$ cat config.mk
export PLATFORM = sky130hd
export DESIGN_NAME = lbfuc_ctrl
export DESIGN_NICKNAME = d
export VERILOG_FILES = /design/src/rtl/lbfuc_pkg.sv /design/src/rtl/lbfuc_break_timer.sv /design/src/rtl/lbfuc_ctrl.sv
export SDC_FILE = /design/constraint.sdc
export NUM_CORES = 1
export LEC_CHECK = 0
export BUFFER_PORTS_ARGS = -buffer_cell sky130_fd_sc_hd__buf_4
export CORE_MARGIN = 2
export CORE_UTILIZATION = 58
export DETAILED_ROUTE_END_ITERATION = 12
export HOLD_SLACK_MARGIN = 0.1
export PLACE_DENSITY = 0.87
export SYNTH_ARGS = -nofsm -noshare
export SYNTH_HDL_FRONTEND = slang
export SYNTH_HIERARCHICAL = 1
export SYNTH_SLANG_ARGS = --single-unit
$ cat constraint.sdc
create_clock -name clk_sys_in -period 3.8 [get_ports clk_sys_in]
set_clock_uncertainty 0.2 [all_clocks]
set_input_delay 0.57 -clock clk_sys_in [delete_from_list [all_inputs] [get_ports clk_sys_in]]
set_output_delay 0.57 -clock clk_sys_in [all_outputs]
set_load 0.02 [all_outputs]
$ cat src/rtl/lbfuc_pkg.sv
// Purpose: constants for the lin break field control block
// Assumes: 8-bit registers on a 16-bit byte address bus
// Notes:   field positions are bit indices within each register
//
// Overview of operation
// - reset loads the lin break control register with 16H
// - break rx flag reads 1 during reception, 0 when off or received
// - writing 1 to the rx trigger starts break reception; reads as 0
// - rx trigger clears itself after a correctly received break
// - after a reception error the flag stays 1; software rearms
// - writing 1 to tx trigger sends a break; reads 0, self clears
// - three-bit length field selects 13 to 20 bit break length
// - first bit select gives msb first at 0, lsb first at 1
// - tx invert bit gives normal output at 0, inverted at 1
// - capture source select picks own pin at 0, serial rx at 1
// - irq0 source select picks own pin at 0, serial rx at 1
// - input route register resets to 00H
// - port 4 direction 0 enables output buffer, 1 makes input
// - port 4 direction register resets to FFH
// - power off resets break rx flag and rx trigger
package lbfuc_pkg;
   // register byte addresses
   localparam logic [15:0] OFS_PORT4_DIR   = 16'hFF24;
   localparam logic [15:0] OFS_BREAK_CTRL  = 16'hFF98;
   localparam logic [15:0] OFS_INPUT_ROUTE = 16'hFF8C;
   // reset values
   localparam logic [7:0]  RST_PORT4_DIR   = 8'hFF;
   localparam logic [7:0]  RST_BREAK_CTRL  = 8'h16;
   localparam logic [7:0]  RST_INPUT_ROUTE = 8'h00;
   // break control fields
   localparam int BIT_RX_FLAG  = 7;
   localparam int BIT_RX_TRIG  = 6;
   localparam int BIT_TX_TRIG  = 5;
   localparam int LEN_MSB      = 4;
   localparam int LEN_LSB      = 2;
   localparam int BIT_FIRST    = 1;
   localparam int BIT_INVERT   = 0;
   // input route fields
   localparam int BIT_IRQ0_SEL = 0;
   localparam int BIT_CAP_SEL  = 1;
   // timing counts in bit periods, and the highest length code that counts up from the base
   localparam logic [4:0] BREAK_LEN_BASE    = 5'h10;
   localparam logic [4:0] BREAK_LEN_WRAP    = 5'h08;
   localparam logic [2:0] BREAK_SEL_MAX_UP  = 3'h4;
   localparam logic [4:0] RX_BREAK_MIN_BITS = 5'h0B;

   typedef enum logic [2:0] {
      RX_IDLE = 3'b001,
      RX_WAIT = 3'b010,
      RX_LOW  = 3'b100
   } lbfuc_rx_state_type;

   // length code to bit periods: 000..100 -> 16..20, 101..111 -> 13..15
   function automatic logic [4:0] break_len_bits(input logic [2:0] sel);
      if (sel <= BREAK_SEL_MAX_UP) begin
         break_len_bits = BREAK_LEN_BASE + {2'b00, sel};
      end else begin
         break_len_bits = BREAK_LEN_WRAP + {2'b00, sel};
      end
   endfunction
endpackage

$ cat src/rtl/lbfuc_break_timer.sv
// Purpose: counts whole bit periods of a transmitted break field
// Assumes: tick_in pulses once per bit period on the same clock
// Notes:   abort wins over start; done pulses one cycle
`timescale 1ns/1ps
module lbfuc_break_timer
   import lbfuc_pkg::*;
#(
   parameter int LEN_W = 5
) (
   // clock and reset
   input  wire logic             clk_sys_in,
   input  wire logic             sys_rst_in,
   input  wire logic             clk_en_in,
   // control
   input  wire logic             start_in,
   input  wire logic             abort_in,
   input  wire logic             tick_in,
   input  wire logic [LEN_W-1:0] len_in,
   // status
   output logic                  busy_out,
   output logic                  done_out
);
   logic [LEN_W-1:0] cnt_reg;

   ////////////////////////////////////////////////////////////////////
   // break period counter
   always_ff @(posedge clk_sys_in) begin
      if (sys_rst_in) begin
         busy_out <= 1'b0;
         done_out <= 1'b0;
         cnt_reg  <= '0;
      end else if (clk_en_in) begin
         done_out <= 1'b0;
         if (abort_in) begin
            busy_out <= 1'b0;
         end else if (start_in) begin
            busy_out <= 1'b1;
            cnt_reg  <= len_in;
         end else if (busy_out && tick_in) begin
            if (cnt_reg == LEN_W'(1)) begin
               busy_out <= 1'b0;
               done_out <= 1'b1;
            end else begin
               cnt_reg <= cnt_reg - LEN_W'(1);
            end
         end
      end
   end
endmodule

$ cat src/rtl/lbfuc_ctrl.sv
// Purpose: lin break field control, input routing and port 4 direction
// Assumes: mode bits, baud tick and frame bit come from same-clock logic
// Notes:   serial rx and routed pins are synchronised by two flops
`timescale 1ns/1ps
module lbfuc_ctrl
   import lbfuc_pkg::*;
(
   // clock, reset, enable
   input  wire logic        clk_sys_in,
   input  wire logic        sys_rst_in,
   input  wire logic        clk_en_in,
   // register access
   input  wire logic [15:0] reg_addr_in,
   input  wire logic        reg_wr_in,
   input  wire logic        reg_rd_in,
   input  wire logic [7:0]  reg_wdata_in,
   output logic      [7:0]  reg_rdata_out,
   // serial unit mode and frame engine
   input  wire logic        unit_power_in,
   input  wire logic        tx_enable_bit_in,
   input  wire logic        rx_enable_bit_in,
   input  wire logic        baud_tick_in,
   input  wire logic        tx_frame_bit_in,
   // pins
   input  wire logic        serial_in_pin_in,
   input  wire logic        irq0_pin_in,
   input  wire logic        capture_pin_in,
   output logic             serial_out_pin_out,
   output logic      [7:0]  port4_oe_out,
   // routed inputs and status
   output logic             ext_irq0_input_out,
   output logic             timer_capture_input_out,
   output logic             first_bit_sel_out,
   output logic             break_tx_busy_out,
   output logic             break_tx_done_out,
   output logic             break_rx_done_out,
   output logic             break_rx_error_out
);
   logic [2:0]         pin_meta_reg;
   logic [2:0]         pin_sync_reg;
   logic [2:0]         break_len_reg;
   logic               tx_invert_reg;
   logic [1:0]         route_reg;
   logic [7:0]         port4_dir_reg;
   logic               rx_flag_reg;
   logic               rx_trig_reg;
   logic [4:0]         rx_cnt_reg;
   lbfuc_rx_state_type rx_state_reg;
   logic               rx_line;
   logic               ctrl_wr;
   logic               tx_start;
   logic               tx_abort;
   logic               rx_start;
   logic [4:0]         tx_len;

   ////////////////////////////////////////////////////////////////////
   // decode and line conditioning
   assign ctrl_wr  = reg_wr_in && reg_addr_in == OFS_BREAK_CTRL;
   // rx is held high while the unit is powered down
   assign rx_line  = unit_power_in ? pin_sync_reg[0] : 1'b1;
   // a refresh with both triggers zero starts nothing
   assign tx_start = ctrl_wr && reg_wdata_in[BIT_TX_TRIG]
                     && unit_power_in && tx_enable_bit_in;
   assign tx_abort = !unit_power_in || !tx_enable_bit_in;
   assign rx_start = ctrl_wr && reg_wdata_in[BIT_RX_TRIG]
                     && unit_power_in && rx_enable_bit_in;
   // a triggering write carries the length that its break uses
   assign tx_len   = break_len_bits(reg_wdata_in[LEN_MSB:LEN_LSB]);

   ////////////////////////////////////////////////////////////////////
   // two-flop synchronisers: 0 serial rx, 1 irq0 pin, 2 capture pin
   always_ff @(posedge clk_sys_in) begin
      if (sys_rst_in) begin
         pin_meta_reg <= 3'h7;
         pin_sync_reg <= 3'h7;
      end else if (clk_en_in) begin
         pin_meta_reg <= {capture_pin_in, irq0_pin_in, serial_in_pin_in};
         pin_sync_reg <= pin_meta_reg;
      end
   end

   ////////////////////////////////////////////////////////////////////
   // writable fields of the control, route and direction registers
   always_ff @(posedge clk_sys_in) begin
      if (sys_rst_in) begin
         break_len_reg     <= RST_BREAK_CTRL[LEN_MSB:LEN_LSB];
         first_bit_sel_out <= RST_BREAK_CTRL[BIT_FIRST];
         tx_invert_reg     <= RST_BREAK_CTRL[BIT_INVERT];
         route_reg         <= RST_INPUT_ROUTE[1:0];
         port4_dir_reg     <= RST_PORT4_DIR;
      end else if (clk_en_in && reg_wr_in) begin
         if (reg_addr_in == OFS_BREAK_CTRL) begin
            break_len_reg     <= reg_wdata_in[LEN_MSB:LEN_LSB];
            // order and level are written on any write, whatever the tx and rx enables
            first_bit_sel_out <= reg_wdata_in[BIT_FIRST];
            tx_invert_reg     <= reg_wdata_in[BIT_INVERT];
         end
         if (reg_addr_in == OFS_INPUT_ROUTE) begin
            route_reg <= {reg_wdata_in[BIT_CAP_SEL],
                          reg_wdata_in[BIT_IRQ0_SEL]};
         end
         if (reg_addr_in == OFS_PORT4_DIR) begin
            port4_dir_reg <= reg_wdata_in;
         end
      end
   end

   ////////////////////////////////////////////////////////////////////
   // break reception: flag, trigger and low-level measurement
   always_ff @(posedge clk_sys_in) begin
      if (sys_rst_in) begin
         rx_state_reg       <= RX_IDLE;
         rx_flag_reg        <= 1'b0;
         rx_trig_reg        <= 1'b0;
         rx_cnt_reg         <= 5'h00;
         break_rx_done_out  <= 1'b0;
         break_rx_error_out <= 1'b0;
      end else if (clk_en_in) begin
         break_rx_done_out  <= 1'b0;
         break_rx_error_out <= 1'b0;
         if (!unit_power_in) begin
            rx_flag_reg  <= 1'b0;
            rx_trig_reg  <= 1'b0;
            rx_state_reg <= RX_IDLE;
         end else if (rx_start) begin
            // a new trigger wins over any ending in the same cycle
            rx_flag_reg  <= 1'b1;
            rx_trig_reg  <= 1'b1;
            rx_state_reg <= RX_WAIT;
         end else if (!rx_enable_bit_in) begin
            rx_trig_reg  <= 1'b0;
            rx_state_reg <= RX_IDLE;
         end else begin
            unique case (rx_state_reg)
               RX_IDLE: begin
                  rx_state_reg <= RX_IDLE;
               end
               RX_WAIT: begin
                  rx_cnt_reg <= 5'h00;
                  if (!rx_line) begin
                     rx_state_reg <= RX_LOW;
                  end
               end
               RX_LOW: begin
                  if (rx_line) begin
                     rx_trig_reg  <= 1'b0;
                     rx_state_reg <= RX_IDLE;
                     if (rx_cnt_reg >= RX_BREAK_MIN_BITS) begin
                        rx_flag_reg       <= 1'b0;
                        break_rx_done_out <= 1'b1;
                     end else begin
                        // flag stays set; software rearms
                        break_rx_error_out <= 1'b1;
                     end
                  end else if (baud_tick_in && rx_cnt_reg != 5'h1F) begin
                     rx_cnt_reg <= rx_cnt_reg + 5'h01;
                  end
               end
               default: begin
                  rx_state_reg <= RX_IDLE;
               end
            endcase
         end
      end
   end

   ////////////////////////////////////////////////////////////////////
   // break transmission timer
   lbfuc_break_timer #(
      .LEN_W (5)
   ) u_break_timer (
      .clk_sys_in (clk_sys_in),
      .sys_rst_in (sys_rst_in),
      .clk_en_in  (clk_en_in),
      .start_in   (tx_start),
      .abort_in   (tx_abort),
      .tick_in    (baud_tick_in),
      .len_in     (tx_len),
      .busy_out   (break_tx_busy_out),
      .done_out   (break_tx_done_out)
   );

   ////////////////////////////////////////////////////////////////////
   // pin outputs and routed inputs
   always_ff @(posedge clk_sys_in) begin
      if (sys_rst_in) begin
         serial_out_pin_out      <= 1'b1;
         port4_oe_out            <= ~RST_PORT4_DIR;
         ext_irq0_input_out      <= 1'b1;
         timer_capture_input_out <= 1'b1;
      end else if (clk_en_in) begin
         if (!unit_power_in) begin
            serial_out_pin_out <= 1'b1;
         end else begin
            // break forces low, or high when tx invert is set, then the frame bit resumes
            serial_out_pin_out <= (tx_frame_bit_in && !break_tx_busy_out)
                                  ^ tx_invert_reg;
         end
         // pin latch high and direction 0 are set by software
         port4_oe_out <= ~port4_dir_reg;
         // routed inputs take the rx pin itself, powered or not
         ext_irq0_input_out <= route_reg[0] ? pin_sync_reg[0]
                                            : pin_sync_reg[1];
         timer_capture_input_out <= route_reg[1] ? pin_sync_reg[0]
                                                 : pin_sync_reg[2];
      end
   end

   ////////////////////////////////////////////////////////////////////
   // register read data, triggers always read as zero
   always_ff @(posedge clk_sys_in) begin
      if (sys_rst_in) begin
         reg_rdata_out <= 8'h00;
      end else if (clk_en_in && reg_rd_in) begin
         unique case (reg_addr_in)
            OFS_BREAK_CTRL:  reg_rdata_out <= {rx_flag_reg, 2'b00,
                                              break_len_reg,
                                              first_bit_sel_out,
                                              tx_invert_reg};
            OFS_INPUT_ROUTE: reg_rdata_out <= {6'h00, route_reg};
            OFS_PORT4_DIR:   reg_rdata_out <= port4_dir_reg;
            default:         reg_rdata_out <= 8'h00;
         endcase
      end
   end
endmodule

# Word level (Yosys, flattened, before mapping)
# Cells that the tools add are included.
[word_totals]
reg_bits = 58
input_bits = 37
[classes]
order_cmp = 2
add_sub_neg = 4
n_mux = 44
reduce_logical = 28
n_eq_ne = 16
bitwise = 4
[op_table]
columns = ["operator", "n"]
rows = [
  ["$eq 16x16->1 const B", 3],
  ["$mux 1", 30],
  ["$mux 5", 6],
  ["$pmux 8 s3", 1],
  ["$mux 3", 5],
  ["$ne 5x5->1 const B", 3],
  ["$logic_and 1x1->1", 12],
  ["$ne 3x1->1 const B", 4],
  ["$pmux 5 s2", 1],
  ["$not 8->8", 1],
  ["$reduce_and 7->1", 1],
  ["$ne 2x2->1 const B", 3],
  ["$pmux 3 s2", 1],
  ["$reduce_and 2->1", 3],
  ["$reduce_and 3->1", 2],
  ["$reduce_bool 3->1", 2],
  ["$add 4x3->5 const A", 1],
  ["$add 5x1->5 const B", 1],
  ["$add 5x3->5 const A", 1],
  ["$eq 5x1->1 const B", 1],
  ["$ge 5x4->1 const B", 1],
  ["$reduce_and 5->1", 1],
  ["$sub 5x1->5 const B", 1],
  ["$reduce_and 4->1", 1],
  ["8 further kinds", 12],
]

# Depth between registers and ports, before layout
# Gate-level depths: netlist of the first run.
[depth]
ltp_word = 7
depth_mapped = 9
mapped_depth_nobuf = 8

# Cells and area by module
# Netlist of the first run, hierarchy kept.
[modules_own_cells]
columns = ["mod", "area_per_inst_um2", "seq_area_each_um2", "cells_each", "instances"]
rows = [
  ["lbfuc_ctrl", 2366.0, 1021.0, 266, 1],
  ["lbfuc_break_timer", 452.9, 140.1, 58, 1],
]

# Worst setup path after synthesis of the first run
# Ideal clock, no wire load.
[synth_timing]
path_kind = "input to register"
from = "input reg_addr_in[1]"
to = "register u_break_timer.cnt_reg[0]"
required_time_ps = 3512
stages = 8
arrival_ps = 2263
slack_ps = 1248
path_cell_list = "nor4bb_1 nand3_1 nor4_1 clkbuf_1 a21o_1 o311a_4 a21oi_1 a311oi_2"
[synth_via]
elab_chain_cells = 7
[synth_lines]
columns = ["item", "line", "text"]
rows = [
  ["from (decl)", "lbfuc_ctrl.sv:13", "input wire logic [15:0] reg_addr_in,"],
  ["$eq 16x16->1 *", "lbfuc_ctrl.sv:58", "assign ctrl_wr = reg_wr_in && reg_addr_in == OFS_BREAK_CTRL;"],
  ["$logic_and 1x1->1 *", "lbfuc_ctrl.sv:58", ""],
  ["$logic_and 1x1->1 *", "lbfuc_ctrl.sv:62", "assign tx_start = ctrl_wr && reg_wdata_in[BIT_TX_TRIG]"],
  ["$logic_and 1x1->1 * (2 in series)", "lbfuc_ctrl.sv:63", "&& unit_power_in && tx_enable_bit_in;"],
  ["named net tx_start", "lbfuc_ctrl.sv:51", "logic tx_start;"],
  ["$ne 2x2->1 (no source line) or $reduce_bool 2->1 (tied branches)", "n/a", ""],
  ["$reduce_and 4->1 (no source line)", "n/a", ""],
  ["to (signal assigned)", "lbfuc_break_timer.sv:38", "cnt_reg <= len_in;"],
  ["to (signal assigned)", "lbfuc_break_timer.sv:44", "cnt_reg <= cnt_reg - LEN_W'(1);"],
  ["to (decl)", "lbfuc_break_timer.sv:23", "logic [LEN_W-1:0] cnt_reg;"],
]
# Mark *: on every way through the listed nets, which the timed path passes. The rest lies on a longest branch.
# A chain may end at the register's enable or synchronous reset.

# Worst setup path in the final report of the first run
[layout_timing]
from = "input reg_addr_in[1]"
to = "register u_break_timer.cnt_reg[3]"
# Same word-level chain as after synthesis.

==> impl_metrics.yaml, run 1 <==
synthesis:
  post_synth.cell_area_avg_um2: 8.70
  yosysWarnings: 6
  synth.area.mux_share_pct: 8.52
  synth_compound_gate_area_share_pct: 17.6
  synthesis.area_um2: 2820
  ys.flop_type: "sky130_fd_sc_hd__dfxtp_1"
  combinational_family_with_the_most_area_after_synthesis: "simple AND/OR/NAND/NOR gates"
  postSynthRegisterBits: 58
  simple_gate_share_of_the_synthesized_area_pct: 27.2
  synth-adder-area-share_pct: 1.78
  ys_types: 60
  synthesis.instances: 324
  post_synth_xor_area_fraction_pct: 0.311
  synth-edff-count: 0
  postSynth.asyncResetShare_pct: 0
  synth.net_count: 365
  synth-seq-area-share_pct: 41.2
power_and_ir_drop:
  power_frac_seq_pct: 45.5
  p_sw_share_pct: 24.6
  power_density_nw_per_um2: 393
  power_switching_mw: 0.338
  static-leakage-power_nw: 1.39
  clock_group_share_of_total_power_pct: 46.0
  internal-power_mw: 1.04
  vdd.ir_drop.worst_uv: 294
  total_power_consumption_of_the_routed_design_mw: 1.38
  comb_power_share_pct: 8.5
timing:
  timing.max_slew.rel_slack_pct: 38.5
  hold_violations: 0
  tns_ns: 0
  min_period_ns: 2.60
  final.period_utilization_pct: 68.4
  final-setup-viol-count: 0
  slew_of_the_pin_with_the_lowest_slew_margin_ns: 0.922
  finalMaxSlewViolations: 0
  setup_repair_after_global_routing_missed_its_margin: "false"
  fmax_mhz: 385
critical_path:
  path_max_fanout: 14
  rr_endpoint: "rx_cnt_reg[2]"
  worst_ep_required_time_ns: 3.81
  rr_worst_depth: 8
  worst_ep_arrival_time_ns: 2.61
  setup.worst_path.start_class: "input pin"
  crit_slowest_cell: "sky130_fd_sc_hd__nor4_2"
  cp_slowest_stage_delay_ns: 0.61
  r2r_setup_slack_ns: 1.53
  worst_setup_path_startpoint: "reg_addr_in[1]"
  critical_path_class: "in2reg"
  most_common_cell_type_on_the_critical_path: "sky130_fd_sc_hd__buf_4"
  endpoint_kind: "flop"
  critical_path.cell_chain: "buf_4 > nor4bb_1 > nand3_1 > nor4_2 > buf_4 > o311ai_2 > o21ai_1 > a21oi_1"
  r2r_start: "rx_cnt_reg[0]"
cts:
  cts_sinks: 58
  cts-resized-gates: 0
  cts.hold.buffers_added: 0
  cts_setup_buffers: 0
  clk_transition_reported_paths_ns: 0.07
  cts_made_buffers: 9
  cts.path.max_buffers: 2
  htreeDepth: 3
  cts_tree: "done"
  cts-root-buf: "sky130_fd_sc_hd__clkbuf_8"
  clk-insertion-delay-late_ns: 0.34
floorplan:
  number_of_placement_rows: 25
  fp.dieArea_um2: 5430
  floorplan.die.width_um: 73.7
  io_pins: 61
  die_y_um: 73.7
  start_util_pct: 60.1
  core-area_um2: 4690
worst_hold_path:
  worstHoldPathType: "in2reg"
  holdCritStartpoint: "capture_pin_in"
  hold-path-cell-count: 3
  min_delay_endpoint: "pin_meta_reg[2]"
layout:
  n_fill_cell: 365
  drive_above_1_share_pct: 25.1
  layout_net_count: 422
  syn_to_final_growth_pct: 24.2
  insertedDiodeCount: 0
detailed_routing:
  drt_pre_antenna_iters: 4
  wl_per_cell_um: 16.0
  drt-total-wl_um: 7040
  first_iter_violations: 266
  drcViolationCount: 0
  ant_nets: 0
  total_via_count_after_detailed_routing: 2657
  via_per_inst: 6.04
global_routing:
  via_count_of_the_first_global_routing_pass: 2516
  grt_pass1_wl_um: 11500
  globalRouteTotalUtil_pct: 28.1
  grt_overflow: 0
  maximum_number_of_pins_on_one_net_before_global_route_repair: 39
  grt_antenna_before_repair: 0
placement:
  buffer_ports.inserted: 60
  place_hpwl_um: 4810
  gp_congestion: 0.866
run_status:
  run_status: "complete, no violations"
job:
  timing.max_cap.violations: 0
cells in the final DEF, fill, tap and decap left out, types with 3 or more instances in the layout:
cell and count:
sky130_fd_sc_hd__ha_1 4, sky130_fd_sc_hd__nand2_1 48, sky130_fd_sc_hd__nor2_1 37, sky130_fd_sc_hd__a221oi_1 4
sky130_fd_sc_hd__nor4bb_1 3, sky130_fd_sc_hd__a211oi_1 7, sky130_fd_sc_hd__a22oi_1 3, sky130_fd_sc_hd__dfxtp_1 58
sky130_fd_sc_hd__a21oi_1 19, sky130_fd_sc_hd__mux2i_1 24, sky130_fd_sc_hd__nor3_1 6, sky130_fd_sc_hd__nand4_1 4
sky130_fd_sc_hd__o21ai_1 3, sky130_fd_sc_hd__inv_1 7, sky130_fd_sc_hd__nor2b_1 3, sky130_fd_sc_hd__clkbuf_8 9
sky130_fd_sc_hd__nand3_1 13, sky130_fd_sc_hd__a31oi_1 3, sky130_fd_sc_hd__nand2b_1 3, sky130_fd_sc_hd__a22o_1 3
sky130_fd_sc_hd__o21ai_0 14, sky130_fd_sc_hd__buf_4 61
metal layers:
| layer | global-route usage, % | wire, µm | vias to the layer above |
|---|---|---|---|
| met5 | 0 | 0 | - |
| met2 | 45.2 | 3420 | 96 |
| li1 | - | - | 1286 |
| met1 | 33.8 | 3030 | 1254 |
| met4 | 16.2 | 178 | 0 |
| met3 | 6.86 | 414 | 21 |
worst max-delay path: cells and delay by family:
family,cells,cell delay [ns]
AOI/OAI and AO/OA,3,0.44
buffers and inverters,2,0.40
and+or+nand+nor,3,1.20
power groups by stage:
| stage | combinational [mW] | sequential (mW) | clock (mW) |
|---|---|---|---|
| floorplan | 0.0490 | 0.646 | 0 |
| global placement | 0.113 | 0.639 | 0 |
| detailed placement | 0.115 | 0.640 | 0 |
| CTS | 0.116 | 0.626 | 0.642 |
| global route | 0.126 | 0.627 | 0.669 |
| finish | 0.116 | 0.627 | 0.633 |
Yosys cell counts (2+ instances only):
library cell                n  area, µm²
sky130_fd_sc_hd__o21ai_1    3       15.0
sky130_fd_sc_hd__a211oi_1   7       52.6
sky130_fd_sc_hd__nand3_1   13       65.1
sky130_fd_sc_hd__and2_2     2       15.0
sky130_fd_sc_hd__a221oi_1   4       35.0
sky130_fd_sc_hd__clkbuf_1  12       45.0
sky130_fd_sc_hd__or4_1      2       15.0
sky130_fd_sc_hd__dfxtp_1   58       1160
sky130_fd_sc_hd__o21ai_0   14       70.1
sky130_fd_sc_hd__ha_1       4       50.1
sky130_fd_sc_hd__and3b_1    2       17.5
sky130_fd_sc_hd__mux2i_1   24        240
sky130_fd_sc_hd__nor4bb_1   3       30.0
sky130_fd_sc_hd__and4_1     2       17.5
sky130_fd_sc_hd__nor2_1    37        139
sky130_fd_sc_hd__a31oi_1    3       18.8
sky130_fd_sc_hd__nand2_1   48        180
sky130_fd_sc_hd__nor2b_1    3       18.8
sky130_fd_sc_hd__a21oi_1   19       95.1
sky130_fd_sc_hd__inv_1      7       26.3
sky130_fd_sc_hd__a31o_2     2       17.5
sky130_fd_sc_hd__and2_1     2       12.5
sky130_fd_sc_hd__nand4_1    4       25.0
sky130_fd_sc_hd__a22o_1     3       26.3
sky130_fd_sc_hd__nor3_1     6       30.0
sky130_fd_sc_hd__and4bb_2   2       25.0
sky130_fd_sc_hd__nand2b_1   3       18.8
sky130_fd_sc_hd__a22oi_1    3       22.5
how the worst max path moves through the flow:
stage	end	slack [ns]
final	u_break_timer/cnt_reg[3]	1.20
after floorplan	u_break_timer/cnt_reg[0]	1.25
after detailed placement	u_break_timer/cnt_reg[3]	0.94
after global routing	u_break_timer/cnt_reg[3]	1.06
after CTS	u_break_timer/cnt_reg[3]	1.25
after global placement	u_break_timer/cnt_reg[2]	0.95
cell type report:
type / instances / area [µm²] / area share (%)
clock inverter: 7 / 93.8 / 2.68
tap: 54 / 67.6 / 1.93
inverter: 8 / 30.0 / 0.857
clock buffer: 9 / 124 / 3.54
sequential: 58 / 1160 / 33.2
timing repair buffer: 61 / 458 / 13.1
multi-input combinational: 243 / 1570 / 44.8
stage by stage:
stage / instances / hold WS (ns) / instance area, µm² / setup slack, ns / util (%)
global route: 440 / 0.235 / 3500 / 1.06 / 74.6
finish: 440 / 0.246 / 3500 / 1.20 / 74.6
global placement: 424 / 0.253 / 3280 / 0.952 / 70.0
floorplan: 324 / 0.237 / 2820 / 1.25 / -
CTS: 440 / 0.238 / 3500 / 1.25 / 74.6
detailed placement: 424 / 0.261 / 3280 / 0.936 / 70.0
logic make-up after synthesis:
family,after synthesis
xor+xnor,1
flops,58
fa+ha+maj,4
mux,24
compound gates,70
simple gates,144
buf+inv,23
Note: power is estimated with default switching activity, not from simulation.
==> run 2, diff against run 1 <==
--- a/config.mk
+++ b/config.mk
@@ -5,12 +5,13 @@
 export SDC_FILE = /design/constraint.sdc
 export NUM_CORES = 1
 export LEC_CHECK = 0
+export ABC_AREA = 1
 export BUFFER_PORTS_ARGS = -buffer_cell sky130_fd_sc_hd__buf_4
 export CORE_MARGIN = 2
-export CORE_UTILIZATION = 58
+export CORE_UTILIZATION = 54
 export DETAILED_ROUTE_END_ITERATION = 12
 export HOLD_SLACK_MARGIN = 0.1
-export PLACE_DENSITY = 0.87
+export PLACE_DENSITY = 0.82
 export SYNTH_ARGS = -nofsm -noshare
 export SYNTH_HDL_FRONTEND = slang
 export SYNTH_HIERARCHICAL = 1
==> constraint.sdc (replaced) <==
create_clock -name clk_sys_in -period 2.4 [get_ports clk_sys_in]
set_clock_uncertainty 0.2 [all_clocks]
set_input_delay 0.36 -clock clk_sys_in [delete_from_list [all_inputs] [get_ports clk_sys_in]]
set_output_delay 0.36 -clock clk_sys_in [all_outputs]
set_load 0.02 [all_outputs]
==> impl_metrics.yaml, run 2 <==
critical_path:
  rr_worst_depth: 12
  r2r_start: "rx_cnt_reg[0]"
  cp_slowest_stage_delay_ns: 0.33
  worstPathBufferInverterCount: 3
  r2r_setup_slack_ns: 0.53
  endpoint_kind: "flop"
  critical_path_class: "in2reg"
  path_delay_family: "simple AND/OR/NAND/NOR gates"
  setup.worst_path.start_class: "input pin"
  critical_path.cell_chain: "buf_4 > inv_1 > nand2_1 > nor2_1 > nand2_2 > nor2_8 > nand2_2 > nor3_1 > inv_2 > or2_2 > nand3_1 > a21oi_2"
  path_max_fanout: 5
  crit_slowest_cell: "sky130_fd_sc_hd__nor3_1"
  worst_ep_arrival_time_ns: 1.93
  worst_ep_required_time_ns: 2.43
  rr_endpoint: "rx_cnt_reg[4]"
  most_common_cell_type_on_the_critical_path: "sky130_fd_sc_hd__nand2_2"
timing:
  fmax_mhz: 524
  min_period_ns: 1.91
  setup_repair_after_global_routing_missed_its_margin: "false"
  final.period_utilization_pct: 79.5
  tns_ns: 0
  final-setup-viol-count: 0
  finalMaxSlewViolations: 0
  slew_of_the_pin_with_the_lowest_slew_margin_ns: 0.494
  hold_violations: 0
  worst_hold_slack_across_all_endpoints_ns: 0.111
  timing.max_slew.rel_slack_pct: 67.0
layout:
  drive_above_1_share_pct: 24.3
  n_fill_cell: 442
  most_frequent_standard_cell_in_the_layout_excluding_fill_and_tap_cells: "sky130_fd_sc_hd__nand2_1"
  syn_to_final_growth_pct: 27.3
  layoutNonFillerInstCount: 544
  layout_common_cells: "sky130_fd_sc_hd__nand2_1, sky130_fd_sc_hd__buf_4, sky130_fd_sc_hd__dfxtp_1, sky130_fd_sc_hd__nor2_1, sky130_fd_sc_hd__inv_1"
  layout_net_count: 510
  insertedDiodeCount: 0
synthesis:
  yosysWarnings: 6
  top_count_cell_post_synth: "sky130_fd_sc_hd__nand2_1"
  synth.net_count: 439
  post_synth.cell_area_avg_um2: 7.09
  yosys-top-cells-area: "sky130_fd_sc_hd__dfxtp_1, sky130_fd_sc_hd__nand2_1, sky130_fd_sc_hd__a21oi_1, sky130_fd_sc_hd__nor2_1, sky130_fd_sc_hd__inv_1"
  ys_types: 34
  synth.largest_area_cell: "sky130_fd_sc_hd__dfxtp_1"
  synth.cells.most_frequent: "sky130_fd_sc_hd__nand2_1, sky130_fd_sc_hd__dfxtp_1, sky130_fd_sc_hd__nor2_1, sky130_fd_sc_hd__inv_1, sky130_fd_sc_hd__a21oi_1"
  synth-edff-count: 0
  synthesis.area_um2: 2820
  postSynthRegisterBits: 58
  postSynth.asyncResetShare_pct: 0
  ys.flop_type: "sky130_fd_sc_hd__dfxtp_1"
  synthesis.instances: 398
  netlist.area_leader.share_pct: 41.2
  synth-seq-area-share_pct: 41.2
floorplan:
  fp.dieArea_um2: 5820
  floorplan.die.width_um: 76.3
  number_of_placement_rows: 26
  die_y_um: 76.3
  core-area_um2: 5070
  io_pins: 61
  start_util_pct: 55.6
cts:
  cts_tree: "done"
  htreeDepth: 3
  clk-insertion-delay-late_ns: 0.34
  cts_made_buffers: 9
  clk_transition_reported_paths_ns: 0.06
  cts_sinks: 58
  cts_setup_buffers: 0
  cts.path.max_buffers: 2
  cts-root-buf: "sky130_fd_sc_hd__clkbuf_8"
run_status:
  run_status: "complete, no violations"
global_routing:
  grt_overflow: 0
  via_count_of_the_first_global_routing_pass: 2607
  maximum_number_of_pins_on_one_net_before_global_route_repair: 25
  globalRouteTotalUtil_pct: 25.5
  grt_pass1_wl_um: 11900
  grt_antenna_before_repair: 0
power_and_ir_drop:
  power_density_nw_per_um2: 563
  static-leakage-power_nw: 1.71
  vdd.ir_drop.worst_uv: 391
detailed_routing:
  drcViolationCount: 0
  wl_per_cell_um: 12.8
  ant_nets: 0
  via_per_inst: 5.16
  drt_pre_antenna_iters: 4
  first_iter_violations: 270
  drt-total-wl_um: 6970
  total_via_count_after_detailed_routing: 2809
placement:
  place_hpwl_um: 5170
  buffer_ports.inserted: 60
  gp_congestion: 0.890
  numPlacedInstances: 523
job:
  timing.max_cap.violations: 0
worst_hold_path:
  worstHoldPathType: "in2reg"
  hold-path-cell-count: 3
  holdCritStartpoint: "reg_wdata_in[3]"
  min_delay_endpoint: "break_len_reg[1]"
[run 2: cell types whose count changed after synthesis, moves of 4 or more]
cell	previous run	this run
sky130_fd_sc_hd__nor3_1	6	2
sky130_fd_sc_hd__a211oi_1	7	2
sky130_fd_sc_hd__inv_1	7	38
sky130_fd_sc_hd__a221oi_1	4	0
sky130_fd_sc_hd__nand2_1	48	111
sky130_fd_sc_hd__o21ai_0	14	22
sky130_fd_sc_hd__a21oi_1	19	34
sky130_fd_sc_hd__o211ai_2	0	7
sky130_fd_sc_hd__clkbuf_1	12	8
sky130_fd_sc_hd__nand3_1	13	26
sky130_fd_sc_hd__nor2_2	0	6
sky130_fd_sc_hd__mux2i_1	24	0
sky130_fd_sc_hd__inv_2	0	5
sky130_fd_sc_hd__nand2_2	0	4
[run 2: per-stage QoR]
| step | util (%) | setup slack [ns] | total power [mW] | instance area [µm²] |
|---|---|---|---|---|
| after floorplan | - | 0.461 | 1.10 | 2820 |
| after global placement | 66.0 | 0.279 | 1.18 | 3350 |
| after detailed placement | 66.0 | 0.202 | 1.19 | 3350 |
| after CTS | 70.7 | 0.516 | 2.04 | 3590 |
| after global routing | 70.7 | 0.350 | 2.10 | 3590 |
| final | 70.7 | 0.493 | 2.02 | 3590 |
[run 2: metal layers]
metal | vias up | global-route usage, % | share of wire [%]
met2 | 104 | 40.4 | 46
met3 | 10 | 8.65 | 7.8
met4 | 0 | 8.00 | 1.4
met1 | 1264 | 32.8 | 45
li1 | 1431 | - | -
met5 | - | 0 | 0
[run 2: what timing repair did]
| item | 4_1_cts | 5_1_grt |
|---|---|---|
| resized for setup | 0 | 0 |
| endpoints found under the hold margin | 5 | 0 |
| hold buffers | 5 | 0 |
[run 2: logic make-up (layout without fill, tap and decap cells)]
logic type | after synthesis | after routing | share of synthesized area (%)
AO/OA/AOI/OAI | 75 | 75 | 15.9
AND/OR/NAND/NOR | 205 | 205 | 33.0
adder cells (fa/ha/maj) | 4 | 4 | 1.77
XOR/XNOR | 1 | 1 | 0.311
buffers and inverters | 55 | 131 | 7.85
flip-flops | 58 | 58 | 41.2
[run 2: tightest hold or removal path: stages]
cell and delay [ns]:
sky130_fd_sc_hd__buf_4 0.08, sky130_fd_sc_hd__inv_1 0.06, sky130_fd_sc_hd__a21oi_1 0.11
[run 2: where the power goes]
group / switching [mW] / internal, mW
Combinational: 0.102 / 0.0818
Clock: 0.391 / 0.455
Sequential: 0.00959 / 0.980
[run 2: worst max-delay path by stage]
stage	start	to	slack [ns]	cells past startpoint
floorplan	reg_addr_in[2]	u_break_timer/cnt_reg[3]	0.46	12
global placement	reg_addr_in[2]	u_break_timer/cnt_reg[3]	0.28	12
detailed placement	reg_addr_in[2]	u_break_timer/cnt_reg[3]	0.20	12
CTS	reg_addr_in[2]	u_break_timer/cnt_reg[3]	0.52	12
global route	rx_cnt_reg[0]	rx_cnt_reg[1]	0.35	11
finish	reg_addr_in[2]	u_break_timer/cnt_reg[3]	0.49	12
[run 2: area by class of cell]
class / instances / area [µm²] / area share (%)
multi-input combinational: 285 / 1440 / 40.0
sequential: 58 / 1160 / 32.3
timing repair buffer: 71 / 546 / 15.2
inverter: 44 / 168 / 4.67
clock buffer: 12 / 165 / 4.60
tap: 70 / 87.6 / 2.44
clock inverter: 4 / 25.0 / 0.697
